## config.mk

```make
export PLATFORM = sky130hd
export DESIGN_NAME = asram_ctrl
export DESIGN_NICKNAME = d
export VERILOG_FILES = /design/src/logic/asram_ctrl.v
export VERILOG_INCLUDE_DIRS = /design/src /design/src/logic
export SDC_FILE = /design/constraint.sdc
export NUM_CORES = 1
export LEC_CHECK = 0
export ABC_AREA = 1
export BUFFER_PORTS_ARGS = -buffer_cell sky130_fd_sc_hd__buf_2
export CAP_MARGIN = 5
export CORE_MARGIN = 10
export CORE_UTILIZATION = 46
export DETAILED_ROUTE_END_ITERATION = 10
export PLACE_DENSITY = 0.74
export SLEW_MARGIN = 20
export SYNTH_ARGS = -nofsm -noshare
export SYNTH_HDL_FRONTEND = slang
export SYNTH_SLANG_ARGS = --single-unit
```

## constraint.sdc

```tcl
create_clock -name clk -period 1.3 [get_ports clk]
set_input_delay 0.26 -clock clk [delete_from_list [all_inputs] [get_ports clk]]
set_output_delay 0.26 -clock clk [all_outputs]
set_load 0.02 [all_outputs]
```

## src/logic/asram_consts.vh

```
// timing and width constants for the asynchronous sram port controller
`ifndef ASRAM_CONSTS_VH
`define ASRAM_CONSTS_VH
`define ASRAM_CLK_PERIOD_PS 5000
`define ASRAM_ADDR_W 16
`define ASRAM_DATA_W 4
// slowest grade figures, in ps
`define ASRAM_CYCLE_PS 25000
`define ASRAM_SELECT_TO_DATA_PS 25000
`define ASRAM_DRIVE_ENABLE_TO_DATA_PS 9000
`define ASRAM_TURN_OFF_PS 9000
`define ASRAM_WRITE_PULSE_MINIMUM_PS 15000
`define ASRAM_DATA_SETUP_TO_END_PS 10000
`define ASRAM_OUTPUT_ACTIVE_PS 4000
// cycle counts: least times round up, at least one
`define ASRAM_CEIL(ps) (((ps) + `ASRAM_CLK_PERIOD_PS - 1) / `ASRAM_CLK_PERIOD_PS)
`define ASRAM_CNT_W 4
`define ASRAM_CNT_ZERO 4'h0
`define ASRAM_CNT_ONE 4'h1
// idle and active levels of the low-active memory strobes
`define ASRAM_PIN_OFF 1'b1
`define ASRAM_PIN_ON 1'b0
`endif

```

## src/logic/asram_ctrl.v

```verilog
// host-side controller sequencing a 64k x 4 asynchronous static memory
`timescale 1ns/100ps
`include "asram_consts.vh"
module asram_ctrl #(
  parameter ADDR_W = `ASRAM_ADDR_W,
  parameter DATA_W = `ASRAM_DATA_W
) (
  // clock and reset
  input wire clk,
  input wire resetn,
  // user request port
  input wire req_valid,
  input wire req_write,
  input wire [ADDR_W-1:0] req_addr,
  input wire [DATA_W-1:0] req_wdata,
  output reg req_ready,
  output reg rsp_valid,
  output reg [DATA_W-1:0] rsp_rdata,
  // memory pins
  output reg [ADDR_W-1:0] mem_addr,
  output reg mem_select_n,
  output reg mem_drive_enable_n,
  output reg mem_write_strobe_n,
  input wire [DATA_W-1:0] mem_data_in,
  output reg [DATA_W-1:0] mem_data_out,
  output reg mem_data_oe
);

  // cycle counts, rounded up from the slowest grade figures
  localparam integer RD_CYC_I = `ASRAM_CEIL(`ASRAM_SELECT_TO_DATA_PS);
  localparam integer OFF_CYC_I = `ASRAM_CEIL(`ASRAM_TURN_OFF_PS);
  localparam integer WP_CYC_I = `ASRAM_CEIL(`ASRAM_WRITE_PULSE_MINIMUM_PS);
  localparam integer DW_CYC_I = `ASRAM_CEIL(`ASRAM_DATA_SETUP_TO_END_PS);
  localparam integer REC_CYC_I = `ASRAM_CEIL(`ASRAM_OUTPUT_ACTIVE_PS);
  localparam integer CYC_CYC_I = `ASRAM_CEIL(`ASRAM_CYCLE_PS);
  // counts cut to the counter width on purpose
  localparam [`ASRAM_CNT_W-1:0] RD_CYC = RD_CYC_I[`ASRAM_CNT_W-1:0];
  localparam [`ASRAM_CNT_W-1:0] OFF_CYC = OFF_CYC_I[`ASRAM_CNT_W-1:0];
  localparam [`ASRAM_CNT_W-1:0] WP_CYC = WP_CYC_I[`ASRAM_CNT_W-1:0];
  localparam [`ASRAM_CNT_W-1:0] DW_CYC = DW_CYC_I[`ASRAM_CNT_W-1:0];
  localparam [`ASRAM_CNT_W-1:0] REC_CYC = REC_CYC_I[`ASRAM_CNT_W-1:0];
  localparam [`ASRAM_CNT_W-1:0] CYC_CYC = CYC_CYC_I[`ASRAM_CNT_W-1:0];

  // one-hot sequencer states
  localparam [4:0] S_IDLE = 5'h01;
  localparam [4:0] S_READ = 5'h02;
  localparam [4:0] S_WOFF = 5'h04;
  localparam [4:0] S_WRITE = 5'h08;
  localparam [4:0] S_REC = 5'h10;

  // sequencer state and counters
  reg [4:0] state_reg;
  reg [`ASRAM_CNT_W-1:0] cnt_reg;
  reg [`ASRAM_CNT_W-1:0] span_reg;
  wire [`ASRAM_CNT_W-1:0] wr_cyc;
  wire take;

  // pulse length: write-strobe and data setup both honoured
  function [`ASRAM_CNT_W-1:0] asram_max;
    input [`ASRAM_CNT_W-1:0] a;
    input [`ASRAM_CNT_W-1:0] b;
    begin
      asram_max = (a > b) ? a : b;
    end
  endfunction

  // countdown is in its final cycle
  function asram_last;
    input [`ASRAM_CNT_W-1:0] count;
    begin
      asram_last = (count <= `ASRAM_CNT_ONE);
    end
  endfunction

  // countdown by one, resting at zero
  function [`ASRAM_CNT_W-1:0] asram_dec;
    input [`ASRAM_CNT_W-1:0] count;
    begin
      if (count == `ASRAM_CNT_ZERO)
        asram_dec = `ASRAM_CNT_ZERO;
      else
        asram_dec = count - `ASRAM_CNT_ONE;
    end
  endfunction

  assign wr_cyc = asram_max(WP_CYC, DW_CYC);
  // a request is accepted only in idle with ready shown
  assign take = (state_reg == S_IDLE) && req_valid && req_ready;

  // spacing between the starts of two memory cycles
  always @(posedge clk or negedge resetn)
  begin
    if (!resetn)
      span_reg <= `ASRAM_CNT_ZERO;
    else if (take)
      span_reg <= CYC_CYC;
    else
      span_reg <= asram_dec(span_reg);
  end

  // pin sequencer
  always @(posedge clk or negedge resetn)
  begin
    if (!resetn)
    begin
      state_reg <= S_IDLE;
      cnt_reg <= `ASRAM_CNT_ZERO;
      req_ready <= 1'b0;
      rsp_valid <= 1'b0;
      rsp_rdata <= {DATA_W{1'b0}};
      mem_addr <= {ADDR_W{1'b0}};
      mem_select_n <= `ASRAM_PIN_OFF;
      mem_drive_enable_n <= `ASRAM_PIN_OFF;
      mem_write_strobe_n <= `ASRAM_PIN_OFF;
      mem_data_out <= {DATA_W{1'b0}};
      mem_data_oe <= 1'b0;
    end
    else
    begin
      rsp_valid <= 1'b0;
      case (state_reg)
        S_IDLE:
        begin
          req_ready <= asram_last(span_reg);
          if (take)
          begin
            req_ready <= 1'b0;
            // address moves only while select and strobe are high
            mem_addr <= req_addr;
            mem_select_n <= `ASRAM_PIN_ON;
            if (req_write)
            begin
              // select falls first; outputs stay disabled
              mem_drive_enable_n <= `ASRAM_PIN_OFF;
              mem_data_out <= req_wdata;
              cnt_reg <= OFF_CYC;
              state_reg <= S_WOFF;
            end
            else
            begin
              mem_drive_enable_n <= `ASRAM_PIN_ON;
              mem_write_strobe_n <= `ASRAM_PIN_OFF;
              cnt_reg <= RD_CYC;
              state_reg <= S_READ;
            end
          end
        end
        S_READ:
        begin
          // data taken at the end of the select access time
          if (asram_last(cnt_reg))
          begin
            rsp_rdata <= mem_data_in;
            rsp_valid <= 1'b1;
            mem_select_n <= `ASRAM_PIN_OFF;
            mem_drive_enable_n <= `ASRAM_PIN_OFF;
            cnt_reg <= OFF_CYC;
            state_reg <= S_REC;
          end
          else
            cnt_reg <= asram_dec(cnt_reg);
        end
        S_WOFF:
        begin
          // wait out memory turn-off before driving the data bus
          if (asram_last(cnt_reg))
          begin
            mem_write_strobe_n <= `ASRAM_PIN_ON;
            mem_data_oe <= 1'b1;
            cnt_reg <= wr_cyc;
            state_reg <= S_WRITE;
          end
          else
            cnt_reg <= asram_dec(cnt_reg);
        end
        S_WRITE:
        begin
          if (asram_last(cnt_reg))
          begin
            // strobe rises ends the write; data held one more cycle
            mem_write_strobe_n <= `ASRAM_PIN_OFF;
            cnt_reg <= REC_CYC;
            state_reg <= S_REC;
          end
          else
            cnt_reg <= asram_dec(cnt_reg);
        end
        S_REC:
        begin
          // bus released and select high before the next cycle
          mem_data_oe <= 1'b0;
          mem_select_n <= `ASRAM_PIN_OFF;
          if (asram_last(cnt_reg))
            state_reg <= S_IDLE;
          else
            cnt_reg <= asram_dec(cnt_reg);
        end
        default:
        begin
          cnt_reg <= `ASRAM_CNT_ZERO;
          state_reg <= S_IDLE;
        end
      endcase
    end
  end

endmodule // asram_ctrl

```

==> implementation parameters, run 1 <==
Parameter                              Value

Status
  Outcome    finished, violations left
  Violations in the final reports    setup timing

Clocking
  Clock transition at the register clock pins on the worst setup and hold paths after CTS    around 0.08 ns
  Skew-Pair Late Insertion Delay    roughly 0.31 ns
  H-tree Lvls    2
  Clock tree from TritonCTS    yes
  Cell at the root of the clock tree    clkbuf_8
  Max Buffers Root-to-Sink    2
  Number of CTS-inserted buffers    5
  TritonCTS sink count    43

Synth
  Top cells by area, synth    dfrtp_1, nand2_1, dfstp_2, inv_1, nor2_1
  Share of async-settable or async-resettable flops after synthesis    100%
  Average cell area after synthesis    between 8 and 9 µm²
  Area share of the largest cell type after synthesis    49.2%
  Number of flops mapped to enable cells by yosys    0
  Commonest cells in the synthesized netlist    nand2_1, dfrtp_1, inv_1, nor2_1, nand3_1
  Most frequently used cell type in the post-synthesis netlist    nand2_1
  Register bit count reported by yosys    43
  Most instantiated flip-flop cell in the synthesis netlist    dfrtp_1
  Synth Net Count    ~270
  Total number of yosys warnings    0
  Post-synthesis cell count    around 250
  Post-synthesis instance area    between 0.0015 and 0.002 mm²
  Post-synth top area cell    dfrtp_1
  Library cells used by synthesis    23
  Portion of the post-synthesis area used by sequential elements    54.5%

Routing
  Final wirelength    ~5400 µm
  Drt drc    0
  Post-DR vias/cell    between 4 and 5
  Number of detailed-route iterations in the first pass    4
  Post-route antenna net violation count    0
  Number of vias in the routed layout    around 1.9k
  Average wire per cell in the routed design    about 14 µm
  Initial drt markers    between 100 and 150

Finish
  Post-synthesis to final-layout area growth    44.6%
  Multi-input gate area    around 940 µm²
  Fraction of final layout cells with drive strength greater than 1    about 45%
  Sequential cell area in the final layout    roughly 0.0011 mm²
  Net count reported at finish    between 300 and 400
  Fill cells    roughly 310
  Final instance area    about 0.0029 mm²
  Flip-flop count of the largest register, all copies and words added    16
  Post-layout instance count excluding filler cells    slightly below 400
  Antenna diode instance count    0
  Core utilization of the finished layout    between 70 and 80%

Setup path
  Delay of the slowest cell on the worst path    0.61 ns
  List of cells traversed by the critical path    nand4_4 > nor2_4 > buf_12 > clkbuf_16 > nand2_1 > nand2_1
  Worst endpoint data arrival time    around 1.7 ns
  Crit path required time    roughly 1.6 ns
  Largest fanout on the critical path    6
  Most Frequent Cell on Critical Path    nand2_1
  Category of the most critical setup path    reg2reg
  Endpoint type of the worst setup path    flip-flop
  Setup crit start kind    flip-flop
  Crit-path slowest cell    dfstp_2

STA
  Final slew viol count    0
  Final hold violations    0
  Shortest clock period the worst path allows after layout    1.40 ns
  Final critical-path setup slack    -0.103 ns
  Final Skew    just over 0.007 ns
  Period utilization    108%
  Slew margin rel.    between 80% and 90%
  Max Fclk    roughly 0.71 GHz
  Final setup violation count    37
  Transition at the pin with the smallest max-transition slack    roughly 0.25 ns
  Setup repair after global routing missed its margin    yes

Floorplan
  Vertical extent of the die    around 86 µm
  Area of the die    ~0.0073 mm²
  Width of the die    ~86 µm
  Starting density of the core    between 40% and 50%
  I/O pins    58
  Core Footprint    0.00409 mm²
  Core Rows    23

Placed design
  DP Wirelength    roughly 3700 µm
  Post-Place Cell Area    roughly 0.0025 mm²
  Number of port buffers    57
  Pre-CTS setup slack    -0.175 ns
  Routability congestion estimate from global placement    0.892
  Post-placement cell count    between 300 and 400

Pwr
  Pleak    1.56 nW
  Internal power consumption    3.90 mW
  Power consumption    a little under 7 mW
  Flop pwr share    roughly 33%
  Cell area power density    roughly 2400 mW/mm²
  Proportion of power drawn by combinational gates    between 50 and 60%
  Clock share of power    roughly 15%
  P_sw    ~3.0 mW
  Worst vdd rail ir drop    ~1.3 mV
  Switching share of power    a little over two fifths

Global routing
  Pin count of the biggest net entering global routing    between 40 and 50
  Total global routing track utilization    around 14%
  Number of global-route vias before repair    1982
  Global route total overflow    0
  Number of antenna violations at the first check in global routing    0
  Wire length of the first global-routing pass    8690 µm

Job
  Max-capacitance violation count    0

Min path
  Worst hold path type    in2reg
stage by stage:
step	hold slack, ns	setup TNS, ns
6_report	0.146	-2.53
5_1_grt	0.151	-5.61
4_1_cts	0.143	-2.91
3_5_place_dp	0.252	-3.07
3_3_place_gp	0.253	-2.22
2_1_floorplan	-0.0356	-0.0899
final timing paths:
kind	start	endpoint	slack [ns]	depth (start not counted)
max	state_reg[0]	mem_addr[7]	-0.10	6
min	req_addr[0]	mem_addr[0]	0.15	3
max reg2reg	state_reg[0]	mem_addr[7]	-0.10	6
min reg2reg	mem_addr[3]	mem_addr[3]	0.48	2
max in group asynchronous	resetn	mem_write_strobe_n	0.58	3
min in group asynchronous	resetn	state_reg[4]	0.44	3
power by group through the flow:
stage                     clock network, mW  registers (mW)  logic (mW)
final                                  1.04            2.27        3.56
after global routing                   1.12            2.35        3.92
after CTS                              1.07            2.24        3.23
after detailed placement                  0            2.24        3.10
after global placement                    0            2.24        3.04
after floorplan                           0            2.76        1.39
cell families after synthesis:
family          after synthesis  synth area share, %
simple gates                158                 34.3
flops                        43                 54.5
compound gates               19                 5.36
buf+inv                      26                 5.87
repair_timing:
item                                   CTS  global route
endpoints found under the hold margin   39             0
setup buffers                            3             5
resized for setup                       13            47
pin swaps                                6            13
hold buffers                             1             0
setup endpoints to repair               39            43
cloned                                   1             1
layer usage:
layer / wire length [µm] / track usage (%)
met1: 2180 / 15.7
met2: 2670 / 24.0
met3: 438 / 5.39
met4: 87 / 6.44
met5: 0 / 0
final cells by class:
| cell class | count | area share, % |
|---|---|---|
| Sequential cell | 43 | 37.7 |
| Multi-Input combinational cell | 178 | 32.8 |
| Timing Repair Buffer | 86 | 20.2 |
| Inverter | 21 | 3.32 |
| Clock buffer | 6 | 2.53 |
| Tap cell | 50 | 2.18 |
| Clock inverter | 2 | 1.31 |
worst max-delay path, delay by kind of cell (launching register included):
family | cells | cell delay (ns)
flops | 1 | 0.61
buf+inv | 2 | 0.32
simple gates | 4 | 0.43
layout by cell type (no fill, tap or decap), types with 4 or more instances in the layout:
cell type and count:
nand3_1 7, nand2_2 29, nor2_1 10, dfstp_2 4, nand2_1 92, nor2_4 8
o21ai_0 9, nand3_2 5, buf_4 19, buf_2 57, buf_6 5, clkbuf_8 5
dfrtp_1 39, inv_1 17
No activity file was read; power rests on OpenSTA's default activity.
==> run 2, diff against run 1 <==
SETUP_SLACK_MARGIN = 0.1   (was unset)
==> implementation parameters, run 2 (synthesis results as in run 1) <==
Parameter                              Value

Global routing
  Number of global-route vias before repair    1909 (was 1982)
  Pin count of the biggest net entering global routing    18 (was 44)
  Global route total overflow    0 (unchanged)
  Number of antenna violations at the first check in global routing    0 (unchanged)
  Total global routing track utilization    13.9% (was 14.3%)
  Wire length of the first global-routing pass    8520 µm (was 8690 µm)

Clocking
  Clock tree from TritonCTS    yes (unchanged)
  TritonCTS sink count    43 (unchanged)
  Skew-Pair Late Insertion Delay    0.29 ns (was 0.31 ns)
  Cell at the root of the clock tree    clkbuf_8 (unchanged)
  Number of CTS-inserted buffers    5 (unchanged)
  H-tree Lvls    2 (unchanged)
  Clock transition at the register clock pins on the worst setup and hold paths after CTS    0.08 ns (about the same)
  Max Buffers Root-to-Sink    2 (unchanged)

Finish
  Fraction of final layout cells with drive strength greater than 1    52.4% (was 44.9%)
  Multi-input gate area    0.00110 mm² (was 940 µm²)
  Antenna diode instance count    0 (unchanged)
  Flip-flop count of the largest register, all copies and words added    16 (unchanged)
  Post-synthesis to final-layout area growth    52.6% (was 44.6%)
  Core utilization of the finished layout    74.1% (was 70.2%)
  Fill cells    257 (was 313)
  Sequential cell area in the final layout    0.00108 mm² (about the same)
  Most used cells in the layout excluding fill and tap cells    nand2_1, buf_2, dfrtp_1 (unchanged)
  Net count reported at finish    361 (was 363)
  Most common library cell in the layout ignoring fill and taps    nand2_1 (unchanged)

Floorplan
  Core Rows    23 (unchanged)
  Width of the die    85.7 µm (unchanged)
  Starting density of the core    48.5% (unchanged)
  Core Footprint    0.00409 mm² (unchanged)
  Vertical extent of the die    85.7 µm (unchanged)
  Area of the die    0.00734 mm² (unchanged)
  I/O pins    58 (unchanged)

Pwr
  Pleak    1.62 nW (was 1.56 nW)
  Worst vdd rail ir drop    1.68 mV (was 1.29 mV)
  Flop pwr share    32.8% (was 33.1%)
  Internal power consumption    3.81 mW (was 3.90 mW)
  Proportion of power drawn by combinational gates    55.7% (was 51.8%)
  Clock share of power    11.5% (was 15.2%)
  Cell area power density    2310 mW/mm² (was 2390 mW/mm²)
  P_sw    3.19 mW (was 2.97 mW)
  Power consumption    7.00 mW (was 6.87 mW)
  Switching share of power    45.6% (was 43.3%)

STA
  Slew margin rel.    72.9% (was 83.4%)
  Setup repair after global routing missed its margin    yes (unchanged)
  Final hold violations    0 (unchanged)
  Final critical-path setup slack    -0.199 ns (was -0.103 ns)
  Final setup violation count    36 (was 37)
  Max Fclk    0.667 GHz (was 0.713 GHz)
  Final Skew    0.00352 ns (was 0.00704 ns)
  Shortest clock period the worst path allows after layout    1.50 ns (was 1.40 ns)
  Transition at the pin with the smallest max-transition slack    0.407 ns (was 0.247 ns)
  Final slew viol count    0 (unchanged)
  Period utilization    115% (was 108%)

Setup path
  Depth of the worst register-to-register path    6 (unchanged)
  Startpoint of the worst-slack reg-to-reg timing path    state_reg[3] (was state_reg[0])
  Largest fanout on the critical path    5 (was 6)
  Delay of the slowest cell on the worst path    0.43 ns (was 0.61 ns)
  Worst path depth    6 (unchanged)
  R2R Setup Slk    -0.20 ns (was -0.10 ns)
  Worst endpoint data arrival time    1.68 ns (was 1.66 ns)
  Number of buffers and inverters on the critical path    1 (was 2)
  End point of the critical path    rsp_rdata[1] (was mem_addr[7])
  Cell family with most CP delay    simple AND/OR/NAND/NOR gates (was flip-flops)
  Category of the most critical setup path    reg2reg (unchanged)
  Crit path required time    1.48 ns (was 1.55 ns)
  Setup crit start kind    flip-flop (unchanged)
  List of cells traversed by the critical path    nor2_4 > nand4_1 > nor2_4 > inv_2 > nand2_1 > nand2_1 (was nand4_4 > nor2_4 > buf_12 > clkbuf_16 > nand2_1 > nand2_1)
  Crit-path slowest cell    dfrtp_1 (was dfstp_2)
  CP startpoint    state_reg[3] (was state_reg[0])
  RR Endpoint    rsp_rdata[1] (was mem_addr[7])
  Endpoint type of the worst setup path    flip-flop (unchanged)

Routing
  Number of detailed-route iterations in the first pass    4 (unchanged)
  Number of vias in the routed layout    1927 (was 1886)
  Final wirelength    6020 µm (was 5370 µm)
  Drt drc    0 (unchanged)
  Post-route antenna net violation count    0 (unchanged)
  Average wire per cell in the routed design    15.7 µm (was 13.9 µm)
  Initial drt markers    101 (was 128)
  Post-DR vias/cell    5.02 (was 4.89)

Status
  Outcome    finished, violations left (unchanged)
  Violations in the final reports    setup timing (unchanged)

Placed design
  DP Wirelength    3700 µm (was 3740 µm)
  Number of port buffers    57 (unchanged)
  Routability congestion estimate from global placement    0.943 (was 0.892)

Min path
  Worst hold path type    in2reg (unchanged)

Job
  Max-capacitance violation count    0 (unchanged)
run 2: cell count changes in the layout (fill, tap and decap cells not counted), sizes merged:
cell	delta
clkinv	+1
clkinvlp	-1
nand2	-1
bufinv	-1
buf	-3
clkbuf	+2
inv	+1
run 2: area by class of cell:
cell class	count	area share [%]
Inverter	21	2.85
Clock buffer	7	2.52
Sequential cell	43	35.8
Tap cell	50	2.07
Multi-Input combinational cell	177	36.3
Timing Repair inverter	1	0.372
Clock inverter	1	0.165
Timing Repair Buffer	84	20.0
run 2: how the worst min path moves through the flow:
stage / cells past startpoint / endpoint / slack (ns) / from
2_1_floorplan: 0 / cnt_reg[0] / -0.04 / resetn
5_1_grt: 3 / mem_addr[7] / 0.16 / req_addr[7]
6_report: 3 / rsp_rdata[2] / 0.16 / mem_data_in[2]
3_5_place_dp: 1 / state_reg[4] / 0.20 / resetn
3_3_place_gp: 1 / state_reg[4] / 0.20 / resetn
4_1_cts: 3 / mem_addr[6] / 0.16 / req_addr[6]
run 2: metrics by stage:
step / hold slack, ns / instance area [µm²] / TNS, ns / worst slack [ns] / std cells
6_report: 0.165 / 3030 / -3.92 / -0.199 / 384
5_1_grt: 0.165 / 3030 / -6.10 / -0.287 / 384
4_1_cts: 0.156 / 2740 / -1.51 / -0.0897 / 378
3_5_place_dp: 0.203 / 2440 / -2.57 / -0.138 / 365
3_3_place_gp: 0.200 / 2440 / -1.40 / -0.108 / 365
2_1_floorplan: -0.0356 / 1990 / -0.0899 / -0.0112 / 246
run 2: worst reg2reg max path, stage by stage, from the launching register on:
cell and delay (ns):
dfrtp_1 0.43, nor2_4 0.18, nand4_1 0.29, nor2_4 0.27, inv_2 0.08, nand2_1 0.08, nand2_1 0.06
run 2: per-layer routing:
| layer | share of wire [%] | up-vias | global-route usage, % |
|---|---|---|---|
| met3 | 6.1 | 8 | 5.20 |
| met1 | 41 | 928 | 15.9 |
| met4 | 1.7 | 0 | 6.29 |
| li1 | - | 931 | - |
| met2 | 51 | 60 | 22.6 |
| met5 | 0 | - | 0 |
run 2: repair_timing:
action / 4_1_cts / 5_1_grt
endpoints found under the hold margin: 11 / 0
hold buffers: 1 / 0
gates resized for setup: 45 / 68
buffers inserted: 3 / 5
pin swaps: 12 / 32
setup endpoints to repair: 46 / 46
gates cloned: 1 / 2
run 2: power groups by stage:
stage               Combinational (mW)  Clock [mW]  Sequential [mW]
CTS                               3.32       0.825             2.25
detailed placement                2.89           0             2.24
global route                      4.24       0.877             2.36
finish                            3.90       0.806             2.30
global placement                  2.82           0             2.24
floorplan                         1.41           0             2.76
